`src/hdl/bmh_regs.svh`:
```
// Timing, reset values and widths for the bus mastership handover block
`ifndef BMH_REGS_SVH
`define BMH_REGS_SVH

// ----------------------------------------------------------------------
// Clock
// ----------------------------------------------------------------------
`define BMH_CLK_PERIOD_NS 50

// ----------------------------------------------------------------------
// Handover times in tenths of a clock period, BMH_ACK_TO_REQ_MIN_NS in ns, as printed
// ----------------------------------------------------------------------
`define BMH_GRANT_MIN_X10 15
`define BMH_GRANT_MAX_X10 35
`define BMH_CODE_RESUME_X10 10
`define BMH_STROBE_RESUME_X10 15
`define BMH_ACK_TO_REQ_MAX_X10 15
`define BMH_ACK_TO_REQ_MIN_NS 20

// ----------------------------------------------------------------------
// Derived cycle counts: least times round up, longest round down
// ----------------------------------------------------------------------
`define BMH_GRANT_MIN_CYC ((`BMH_GRANT_MIN_X10 + 9) / 10)
`define BMH_GRANT_MAX_CYC (`BMH_GRANT_MAX_X10 / 10)
`define BMH_CODE_RESUME_CYC ((`BMH_CODE_RESUME_X10 + 9) / 10)
`define BMH_STROBE_RESUME_CYC ((`BMH_STROBE_RESUME_X10 + 9) / 10)

// ----------------------------------------------------------------------
// Widths and reset values
// ----------------------------------------------------------------------
`define BMH_ASYNC_W 8
`define BMH_CNT_W 2
`define BMH_OE_RST 1'h1
`define BMH_GRANT_RST 1'h0

`endif

```
`src/hdl/bmh_pkg.sv`:
```
// Types shared by the bus mastership handover block
package bmh_pkg;

    // ------------------------------------------------------------------
    // Handover states
    // ------------------------------------------------------------------
    typedef enum logic [2:0] {
        st_idle     = 3'h0,
        st_granted  = 3'h1,
        st_released = 3'h2,
        st_resume   = 3'h3
    } bmh_state_t;

    // ------------------------------------------------------------------
    // Asynchronous inputs, active high
    // ------------------------------------------------------------------
    typedef struct packed {
        logic bus_request_in;
        logic grant_acknowledge_in;
        logic bus_error_in;
        logic transfer_acknowledge_in;
        logic peripheral_address_valid_in;
        logic [2:0] interrupt_level_in;
    } bmh_async_t;

    // ------------------------------------------------------------------
    // Bus control outputs of the processor
    // ------------------------------------------------------------------
    typedef struct packed {
        logic address_strobe_out;
        logic data_strobe_upper;
        logic data_strobe_lower;
        logic read_write;
        logic [2:0] cycle_type_code;
        logic valid_memory_access_out;
    } bmh_ctl_t;

endpackage : bmh_pkg

```
`src/hdl/bmh_sync.sv`:
```
// Two-stage synchroniser for asynchronous pins
`timescale 1ns/1ps
module bmh_sync #(
    parameter int WIDTH = 8
) (
    input wire logic i_mclk,
    input wire logic i_rst_b,
    input wire logic i_ce,
    input wire logic [WIDTH-1:0] i_d,
    output logic [WIDTH-1:0] o_q
);
    logic [WIDTH-1:0] meta_reg;

    // First stage feeds only the second stage
    always_ff @(posedge i_mclk or negedge i_rst_b) begin
        if (!i_rst_b) begin
            meta_reg <= '0;
            o_q <= '0;
        end else if (i_ce) begin
            meta_reg <= i_d;
            o_q <= meta_reg;
        end
    end
endmodule : bmh_sync

```
`src/hdl/bmh_arbiter.sv`:
```
// Bus mastership handover logic of the processor
//
// What this block does
// - Grant is raised 1.5 to 3.5 clocks after a bus request is seen.
// - A request withdrawn while granted drops the grant within 1.5 to 3.5 clocks.
// - A grant acknowledge drops the grant within 1.5 to 3.5 clocks.
// - A request still held when the acknowledge ends makes the grant come back.
// - Strobes and read/write are driven again no sooner than 1.5 clocks after acknowledge ends.
// - Cycle type code and valid access are driven again no sooner than 1 clock after acknowledge ends.
// - After an unacknowledged withdrawal, strobes and read/write wait at least 1.5 clocks.
// - After an unacknowledged withdrawal, cycle type code and valid access wait at least 1 clock.
// - A request dropped before any acknowledge cancels the grant and the bus is taken back.
// - All asynchronous inputs are recognised through a two-stage synchroniser.
// - After granting, control, address and data float once no core cycle is active (i_core_cycle_active low).
`timescale 1ns/1ps
`include "bmh_regs.svh"
module bmh_arbiter (
    input wire logic i_mclk,
    input wire logic i_rst_b,
    input wire logic i_ce,
    input wire bmh_pkg::bmh_async_t i_async,
    input wire bmh_pkg::bmh_ctl_t i_core_ctl,
    input wire logic i_core_cycle_active,
    output bmh_pkg::bmh_async_t o_sync,
    output logic o_bus_grant_out,
    output logic o_core_hold,
    output logic o_strobe_oe,
    output logic o_code_oe,
    output logic o_addr_data_oe,
    output bmh_pkg::bmh_ctl_t o_bus_ctl
);

    // ------------------------------------------------------------------
    // Input synchronisation
    // ------------------------------------------------------------------
    bmh_sync #(
        .WIDTH(`BMH_ASYNC_W)
    ) bmh_sync_inst (
        .i_mclk(i_mclk),
        .i_rst_b(i_rst_b),
        .i_ce(i_ce),
        .i_d(i_async),
        .o_q(o_sync)
    );

    logic req_s;
    logic ack_s;
    assign req_s = o_sync.bus_request_in;
    assign ack_s = o_sync.grant_acknowledge_in;

    // ------------------------------------------------------------------
    // Handover state machine
    // ------------------------------------------------------------------
    bmh_pkg::bmh_state_t state_reg;
    bmh_pkg::bmh_state_t state_next;
    logic [`BMH_CNT_W-1:0] cnt_reg;
    logic [`BMH_CNT_W-1:0] cnt_next;
    logic code_due;
    logic strobe_due;

    assign code_due = cnt_next >= (`BMH_CNT_W)'(`BMH_CODE_RESUME_CYC);
    assign strobe_due = cnt_next >= (`BMH_CNT_W)'(`BMH_STROBE_RESUME_CYC);

    always_comb begin
        state_next = state_reg;
        cnt_next = cnt_reg;
        case (state_reg)
            bmh_pkg::st_idle: begin
                cnt_next = '0;
                // Grant one cycle after the synchronised request
                if (req_s && !ack_s) begin
                    state_next = bmh_pkg::st_granted;
                end
            end
            bmh_pkg::st_granted: begin
                cnt_next = '0;
                if (ack_s) begin
                    state_next = bmh_pkg::st_released;
                end else if (!req_s) begin
                    state_next = bmh_pkg::st_resume;
                end
            end
            bmh_pkg::st_released: begin
                cnt_next = '0;
                if (!ack_s && req_s) begin
                    // Requester held its request too long
                    state_next = bmh_pkg::st_granted;
                end else if (!ack_s) begin
                    state_next = bmh_pkg::st_resume;
                end
            end
            bmh_pkg::st_resume: begin
                cnt_next = cnt_reg + (`BMH_CNT_W)'(1);
                if (strobe_due) begin
                    state_next = bmh_pkg::st_idle;
                end
            end
            default: begin
                cnt_next = '0;
                state_next = bmh_pkg::st_idle;
            end
        endcase
    end

    always_ff @(posedge i_mclk or negedge i_rst_b) begin
        if (!i_rst_b) begin
            state_reg <= bmh_pkg::st_idle;
            cnt_reg <= '0;
        end else if (i_ce) begin
            state_reg <= state_next;
            cnt_reg <= cnt_next;
        end
    end

    // ------------------------------------------------------------------
    // Grant output
    // ------------------------------------------------------------------
    always_ff @(posedge i_mclk or negedge i_rst_b) begin
        if (!i_rst_b) begin
            o_bus_grant_out <= `BMH_GRANT_RST;
        end else if (i_ce) begin
            o_bus_grant_out <= (state_next == bmh_pkg::st_granted);
        end
    end

    // ------------------------------------------------------------------
    // Core hold: no new cycle may start once a grant is pending
    // ------------------------------------------------------------------
    always_ff @(posedge i_mclk or negedge i_rst_b) begin
        if (!i_rst_b) begin
            o_core_hold <= 1'h0;
        end else if (i_ce) begin
            o_core_hold <= (state_next != bmh_pkg::st_idle);
        end
    end

    // ------------------------------------------------------------------
    // Output enables
    // ------------------------------------------------------------------
    // Float only between cycles; a grant during a cycle waits for its end
    always_ff @(posedge i_mclk or negedge i_rst_b) begin
        if (!i_rst_b) begin
            o_addr_data_oe <= `BMH_OE_RST;
            o_strobe_oe <= `BMH_OE_RST;
            o_code_oe <= `BMH_OE_RST;
        end else if (i_ce) begin
            if (state_reg == bmh_pkg::st_granted && !i_core_cycle_active) begin
                o_addr_data_oe <= 1'h0;
                o_strobe_oe <= 1'h0;
                o_code_oe <= 1'h0;
            end else if (state_reg == bmh_pkg::st_resume) begin
                if (code_due) begin
                    o_code_oe <= 1'h1;
                end
                if (strobe_due) begin
                    o_strobe_oe <= 1'h1;
                    o_addr_data_oe <= 1'h1;
                end
            end
        end
    end

    // Strobe values follow the core, one register stage
    always_ff @(posedge i_mclk or negedge i_rst_b) begin
        if (!i_rst_b) begin
            o_bus_ctl <= '0;
        end else if (i_ce) begin
            o_bus_ctl <= i_core_ctl;
        end
    end

    // ------------------------------------------------------------------
    // Checks
    // ------------------------------------------------------------------
    chk_grant_on_req: assert property (
        @(posedge i_mclk) disable iff (!i_rst_b)
        (i_ce && state_reg == bmh_pkg::st_idle && req_s && !ack_s) |=> o_bus_grant_out
    ) else $error("Grant not raised after request");

    chk_grant_raw_lat: assert property (
        @(posedge i_mclk) disable iff (!i_rst_b)
        (i_ce && state_reg == bmh_pkg::st_idle && !ack_s && !$past(o_sync.bus_request_in)
            && i_async.bus_request_in) ##1 (i_ce && i_async.bus_request_in && !i_async.grant_acknowledge_in)
            ##1 (i_ce && i_async.bus_request_in) |-> ##[0:1] o_bus_grant_out
    ) else $error("Grant latency out of range");

    chk_grant_drop_req: assert property (
        @(posedge i_mclk) disable iff (!i_rst_b)
        (i_ce && state_reg == bmh_pkg::st_granted && !req_s && !ack_s) |=> !o_bus_grant_out
            && state_reg == bmh_pkg::st_resume
    ) else $error("Grant held after request withdrawn");

    chk_grant_drop_ack: assert property (
        @(posedge i_mclk) disable iff (!i_rst_b)
        (i_ce && state_reg == bmh_pkg::st_granted && ack_s) |=> !o_bus_grant_out
    ) else $error("Grant held after acknowledge");

    chk_regrant_late: assert property (
        @(posedge i_mclk) disable iff (!i_rst_b)
        (i_ce && state_reg == bmh_pkg::st_released && !ack_s && req_s) |=> o_bus_grant_out
    ) else $error("No regrant on held request");

    chk_strobe_resume: assert property (
        @(posedge i_mclk) disable iff (!i_rst_b)
        $rose(o_strobe_oe) |-> $past(o_code_oe) && $past(state_reg) == bmh_pkg::st_resume
            && !$past(ack_s, 2)
    ) else $error("Strobes driven too early");

    chk_code_resume: assert property (
        @(posedge i_mclk) disable iff (!i_rst_b)
        $rose(o_code_oe) |-> $past(state_reg) == bmh_pkg::st_resume && !$past(ack_s)
    ) else $error("Code outputs driven too early");

    chk_cancel_take: assert property (
        @(posedge i_mclk) disable iff (!i_rst_b)
        (i_ce && state_reg == bmh_pkg::st_granted && !req_s && !ack_s) ##1 i_ce[*2] |=> o_addr_data_oe
    ) else $error("Bus not taken back after cancel");

    chk_sync_delay: assert property (
        @(posedge i_mclk) disable iff (!i_rst_b)
        (i_ce && $past(i_ce) && $past(i_ce, 2)) |-> o_sync == $past(i_async, 2)
    ) else $error("Asynchronous input not synchronised");

    chk_float_boundary: assert property (
        @(posedge i_mclk) disable iff (!i_rst_b)
        $fell(o_addr_data_oe) |-> $past(state_reg) == bmh_pkg::st_granted
            && !$past(i_core_cycle_active) && !o_strobe_oe
    ) else $error("Bus floated mid cycle");

    chk_hold_floating: assert property (
        @(posedge i_mclk) disable iff (!i_rst_b)
        !o_addr_data_oe |-> o_core_hold
    ) else $error("Core free while bus floated");

endmodule : bmh_arbiter

```
`config.mk`:
```
export PLATFORM = sky130hd
export DESIGN_NAME = bmh_arbiter
export DESIGN_NICKNAME = d
export VERILOG_FILES = /design/src/hdl/bmh_pkg.sv /design/src/hdl/bmh_sync.sv /design/src/hdl/bmh_arbiter.sv
export VERILOG_INCLUDE_DIRS = /design/src /design/src/hdl
export SDC_FILE = /design/constraint.sdc
export NUM_CORES = 1
export LEC_CHECK = 0
export BUFFER_PORTS_ARGS = -buffer_cell sky130_fd_sc_hd__buf_2
export CAP_MARGIN = 10
export CORE_MARGIN = 10
export CORE_UTILIZATION = 53
export DETAILED_ROUTE_END_ITERATION = 7
export PLACE_DENSITY = 0.83
export REMOVE_ABC_BUFFERS = 1
export SYNTH_ARGS = -nofsm -noshare
export SYNTH_HDL_FRONTEND = slang
export SYNTH_SLANG_ARGS = --single-unit
export TNS_END_PERCENT = 100
```
`constraint.sdc`:
```
create_clock -name i_mclk -period 2.6 [get_ports i_mclk]
set_clock_uncertainty 0.05 [all_clocks]
set_input_delay 0.39 -clock i_mclk [delete_from_list [all_inputs] [get_ports i_mclk]]
set_output_delay 0.39 -clock i_mclk [all_outputs]
set_load 0.01 [all_outputs]
```
==> impl_metrics.json, run 1 <==
{
  "gr-usage-all-layers_pct": 11.1,
  "slew_headroom_pct": 51.7,
  "layout_commonest_cell": "buf_2",
  "leakage_nw": 0.742,
  "slowest_stage": "dfstp_2",
  "hold_buffers": 0,
  "crit_chain": "buf_2",
  "cts_resized": 0,
  "synthCells": 99,
  "remaining_drc_errors": 0,
  "avgSynthCellArea_um2": 13.8,
  "coreArea_um2": 2480,
  "cts_tree": "built",
  "peakVddDrop_v": 0.000500,
  "wl_per_cell_um": 15.2,
  "die_w_um": 70.7,
  "gr-usage-met2_pct": 16.9,
  "clockBufferDepth": 2,
  "vias": 916,
  "finalSetupViolations": 0,
  "layout.nets": 159,
  "numCtsBuffers": 5,
  "critPathMaxFanout": 4,
  "cts.sinks": 33,
  "register_area_um2": 828,
  "ys_warn_count": 0,
  "die_y_um": 70.7,
  "start_util_pct": 55.1,
  "holdWs_ns": 0.0501,
  "cts_root_buffer": "clkbuf_4",
  "synth_cell_types": 24,
  "multiInputGateArea_um2": 475,
  "final_cell_mix": "40 x buf_2, 31 x dfrtp_1, 23 x mux2_2",
  "min_path_type": "input port to async pin",
  "ys_seq_area_share_pct": 60.7,
  "via_per_inst": 5.39,
  "max_freq_ghz": 0.691,
  "ant_nets": 0,
  "drv_cap": 0,
  "h-tree-depth": 2,
  "dieArea_um2": 5000,
  "first_global_vias": 1033,
  "critical_path.top_delay_family": "flip-flops",
  "grtUsageMet1_pct": 11.1,
  "synth_area_um2": 1360,
  "path_buf_inv": 1,
  "power.density_nw_per_um2": 820,
  "grt_max_degree": 39,
  "required_ns": 2.16,
  "place_congestion": 0.707,
  "crit_type": "flip-flop to output pin",
  "drtPass1Iterations": 3,
  "diodes": 0,
  "drt-initial-drc-count": 54,
  "slowest_delay_ns": 0.55,
  "finalHoldViolations": 0,
  "worstMarginPinSlew_ns": 0.724,
  "clock_latency_ns": 0.33,
  "rows": 18,
  "rsz0062_at_grt": "false",
  "status": "finished clean",
  "syn_to_final_growth_pct": 17.2,
  "period_needed_ns": 1.45,
  "nFillCells": 196,
  "endpoint_kind": "output pin",
  "io_pins": 41,
  "antenna_found_initial": 0,
  "gr-usage-met3_pct": 8.09,
  "grt_first_pass_wirelength_mm": 4.48,
  "globalRoute.busiestLayer": "met2",
  "final_layout_size_suffix_gt1_share_pct": 52.1,
  "report.final.slew_viol_count": 0,
  "cp_data_arrival_time_ns": 1.01,
  "yosys_register_bits": 33,
  "start_kind": "flip-flop",
  "routed_wl_mm": 2.59,
  "post_cts_buffers": 0,
  "period_share_pct": 55.6,
  "portBuffers": 40,
  "clkTransAtPathRegs_ns": 0.10,
  "tns_ns": 0,
  "gr-total-overflow": 0
}
## cell families (layout without fill, tap and decap cells)
kind of cell | after synthesis | after routing | synth area share [%]
multiplexers | 25 | 25 | 20.8
AND/OR/NAND/NOR | 15 | 15 | 6.15
AO/OA/AOI/OAI | 16 | 16 | 7.25
flip-flops | 33 | 33 | 60.7
XOR/XNOR | 1 | 1 | 0.642
buffers and inverters | 9 | 50 | 4.40
## final cells by class
cell class	instances	share of cell area, %
Timing Repair Buffer	40	12.5
Tap cell	30	2.35
Inverter	2	0.470
Clock buffer	8	3.05
Multi-Input combinational cell	57	29.8
Sequential cell	33	51.8
## synth_stat cells
library cell	count	area, µm²
nand4b_1	2	17.5
a31o_1	1	8.76
mux2_2	23	259
dfstp_2	2	52.6
inv_1	2	7.51
mux2_4	1	15.0
buf_4	2	15.0
nand3b_1	1	7.51
mux2i_1	1	10.0
xnor2_1	1	8.76
nor2_1	2	7.51
o21ai_0	8	40.0
o221ai_1	1	8.76
buf_2	3	15.0
buf_6	2	22.5
nand2_1	6	22.5
or2b_1	1	7.51
a31oi_1	1	6.26
a211oi_1	1	7.51
o31ai_2	1	12.5
dfrtp_1	31	776
nor2b_1	2	12.5
and2_4	1	8.76
a21oi_1	3	15.0
## metrics by stage
stage / cell area, µm² / std cells / power, mW / setup slack, ns / utilization [%]
after floorplan: 1310 / 92 / 0.916 / 1.36 / -
after global placement: 1550 / 162 / 1.03 / 1.00 / 62.5
after detailed placement: 1550 / 162 / 1.06 / 0.901 / 62.5
after CTS: 1600 / 170 / 1.33 / 1.13 / 64.5
after global routing: 1600 / 170 / 1.40 / 1.08 / 64.5
final: 1600 / 170 / 1.31 / 1.15 / 64.5
## per-layer routing
metal  share of wire (%)  vias to the layer above
li1                    -                      427
met1                  40                      450
met2                  46                       35
met3                  13                        4
met4                 1.4                        0
met5                   0                        -
## power breakdown
part	switching [mW]	internal, mW	total (mW)
logic	0.164	0.182	0.346
registers	0.0867	0.610	0.697
clock network	0.160	0.108	0.268
total	0.411	0.900	1.31
## worst paths after layout
| kind | startpoint | endpoint | slack [ns] | cells after the start |
|---|---|---|---|---|
| worst max-delay path | o_addr_data_oe$_DFFE_PN1P_ | o_strobe_oe | 1.15 | 1 |
| worst min-delay path | i_rst_b | bmh_sync_inst.o_q[6]$_DFFE_PN0P_ | 0.05 | 1 |
| worst max register to register | cnt_reg[0]$_DFFE_PN0P_ | o_bus_grant_out$_DFFE_PN0P_ | 1.24 | 4 |
| worst min register to register | bmh_sync_inst.meta_reg[7]$_DFFE_PN0P_ | bmh_sync_inst.o_q[7]$_DFFE_PN0P_ | 0.44 | 2 |
| max in group asynchronous | i_rst_b | bmh_sync_inst.meta_reg[4]$_DFFE_PN0P_ | 2.00 | 1 |
| min in group i_mclk | i_async[6] | bmh_sync_inst.meta_reg[6]$_DFFE_PN0P_ | 0.23 | 2 |
Note: power is estimated with default switching activity, not from simulation.
==> inputs of run 2 (changes only) <==
ABC_AREA = 1   (was not set)
CORE_UTILIZATION = 50   (was 53)
PLACE_DENSITY = 0.79   (was 0.83)
clock period = 1.51 ns   (was 2.6 ns; I/O delays follow)
==> run 2 against run 1 <==
  * Sequential power up 62%
  * Core utilization up 0.75 points
  * Global-route usage up 1.7 points
  * Die area up 4.1%
  * Register-to-register slack worse by 0.92 ns
  * Sequential cell count unchanged
  * Clock power up 110%
  * Cell count up 35%
==> impl_metrics.json, run 2 <==
{
  "grt_max_degree": 27,
  "critical_path.top_delay_family": "flip-flops",
  "clkTransAtPathRegs_ns": 0.10,
  "synth_edf_count": 0,
  "die_w_um": 72.2,
  "synth_cell_types": 17,
  "report.final.slew_viol_count": 0,
  "required_ns": 1.23,
  "layout_setup_ws_ns": 0.212,
  "report.power.total_mw": 2.26,
  "dieArea_um2": 5210,
  "nFillCells": 224,
  "yosysTopAreaCellShare_pct": 57.0,
  "cts_tree": "built",
  "h-tree-depth": 2,
  "max_freq_ghz": 0.771,
  "async_flop_share_pct": 100,
  "path_buf_inv": 1,
  "avgSynthCellArea_um2": 8.77,
  "synthTopCellsByArea": "dfrtp_1 57%, nand2_1 20%, dfstp_2 3.9%, o21ai_0 3.7%, inv_1 3.3%",
  "drtPass1Iterations": 5,
  "period_needed_ns": 1.30,
  "drt-initial-drc-count": 83,
  "wl_met2_mm": 1.37,
  "leakage_nw": 0.929,
  "start_util_pct": 53.4,
  "wl_per_cell_um": 13.1,
  "synth_common_cells": "71 x nand2_1, 31 x dfrtp_1, 12 x inv_1",
  "clockBufferDepth": 2,
  "syn_to_final_growth_pct": 22.1,
  "portBuffers": 40,
  "finalSetupViolations": 0,
  "routed_wl_mm": 3.01,
  "final_layout_size_suffix_gt1_share_pct": 29.0,
  "dp.final_hpwl_mm": 2.30,
  "numCtsBuffers": 5,
  "diodes": 0,
  "cp_data_arrival_time_ns": 1.02,
  "synthCells": 155,
  "rows": 18,
  "yosys_register_bits": 33,
  "ys_warn_count": 0,
  "crit_type": "flip-flop to output pin",
  "slowest_stage": "dfstp_2",
  "coreArea_um2": 2540,
  "gr-total-overflow": 0,
  "layout_commonest_cell": "nand2_1",
  "ant_nets": 0,
  "vias": 1126,
  "first_global_vias": 1269,
  "worstMarginPinSlew_ns": 0.306,
  "min_path_type": "input port to flip-flop",
  "power.density_nw_per_um2": 1360,
  "status": "finished clean",
  "remaining_drc_errors": 0,
  "crit_chain": "buf_2",
  "clock_latency_ns": 0.34,
  "synth_area_um2": 1360,
  "yosysMostFrequentCell": "nand2_1",
  "io_pins": 41,
  "peakVddDrop_v": 0.00109,
  "rsz0062_at_grt": "false",
  "synth_area_leader_cell": "dfrtp_1",
  "antenna_found_initial": 0,
  "final_cell_mix": "71 x nand2_1, 40 x buf_2, 31 x dfrtp_1",
  "grt_first_pass_wirelength_mm": 5.32,
  "highest_layer": "met4",
  "gr-usage-all-layers_pct": 12.8,
  "start_kind": "flip-flop",
  "layout.nets": 219,
  "cts_resized": 0,
  "via_per_inst": 4.90,
  "synth_ff_type": "dfrtp_1",
  "ys_seq_area_share_pct": 60.9,
  "tns_ns": 0,
  "period_share_pct": 85.9,
  "slowest_delay_ns": 0.55,
  "wl_met3_um": 260,
  "place_congestion": 0.770,
  "slew_headroom_pct": 79.6,
  "drv_cap": 0,
  "cts_root_buffer": "clkbuf_4",
  "cts.sinks": 33,
  "critPathMaxFanout": 2,
  "place_ws_ns": 0.299,
  "endpoint_kind": "output pin",
  "finalHoldViolations": 0,
  "die_y_um": 72.2,
  "routedLengthMet1_mm": 1.34
}
==> run 2: report_power, final <==
group / internal (mW) / leakage [nW] / switching [mW]
registers: 1.04 / 0.406 / 0.0869
logic: 0.219 / 0.482 / 0.352
clock network: 0.270 / 0.0413 / 0.295
total: 1.53 / 0.929 / 0.734
==> run 2: logic make-up after synthesis <==
family	after synthesis	share of synthesized area, %
buf+inv	20	6.72
compound gates	14	5.43
flops	33	60.9
simple gates	88	27.0
==> run 2: stage by stage <==
stage	hold slack, ns	area, µm²	cells	util [%]
after detailed placement	0.0814	1580	221	62.1
final	0.0281	1660	230	65.2
after floorplan	-0.119	1320	148	-
after global placement	0.0724	1580	221	62.1
after global routing	0.0265	1660	230	65.2
after CTS	0.0307	1660	230	65.2
==> run 2: cell type report <==
cell class	instances	area, µm²	share of cell area (%)
inverters	13	51.3	3.09
clock inverters	1	5.00	0.301
well taps	30	37.5	2.26
multi-input cells	102	440	26.5
flip-flops and latches	33	828	49.9
repair buffers	44	233	14.0
clock buffers	7	65.1	3.92
==> run 2: final timing paths <==
path                                                        from                               endpoint  slack (ns)  cells after the start
worst max-delay path                       o_code_oe$_DFFE_PN1P_                              o_code_oe        0.21                      1
worst min-delay path                                  i_async[6]  bmh_sync_inst.meta_reg[6]$_DFFE_PN0P_        0.03                      3
worst max register to register          state_reg[0]$_DFFE_PN0P_               state_reg[0]$_DFFE_PN0P_        0.32                      6
worst min register to register  bmh_sync_inst.o_q[4]$_DFFE_PN0P_       bmh_sync_inst.o_q[4]$_DFFE_PN0P_        0.42                      2
max in group asynchronous                                i_rst_b  bmh_sync_inst.meta_reg[7]$_DFFE_PN0P_        0.71                      3
min in group asynchronous                                i_rst_b               state_reg[2]$_DFFE_PN0P_        0.24                      2
==> run 2: layer usage <==
layer,vias to the layer above,track usage [%]
met5,-,0
met4,0,4.95
met3,6,6.67
met2,50,20.3
met1,508,14.3
li1,562,-
==> run 2: what timing repair did <==
action | CTS | global route
setup buffers | 0 | 0
hold buffers | 1 | 0
hold endpoints to repair | 12 | 0
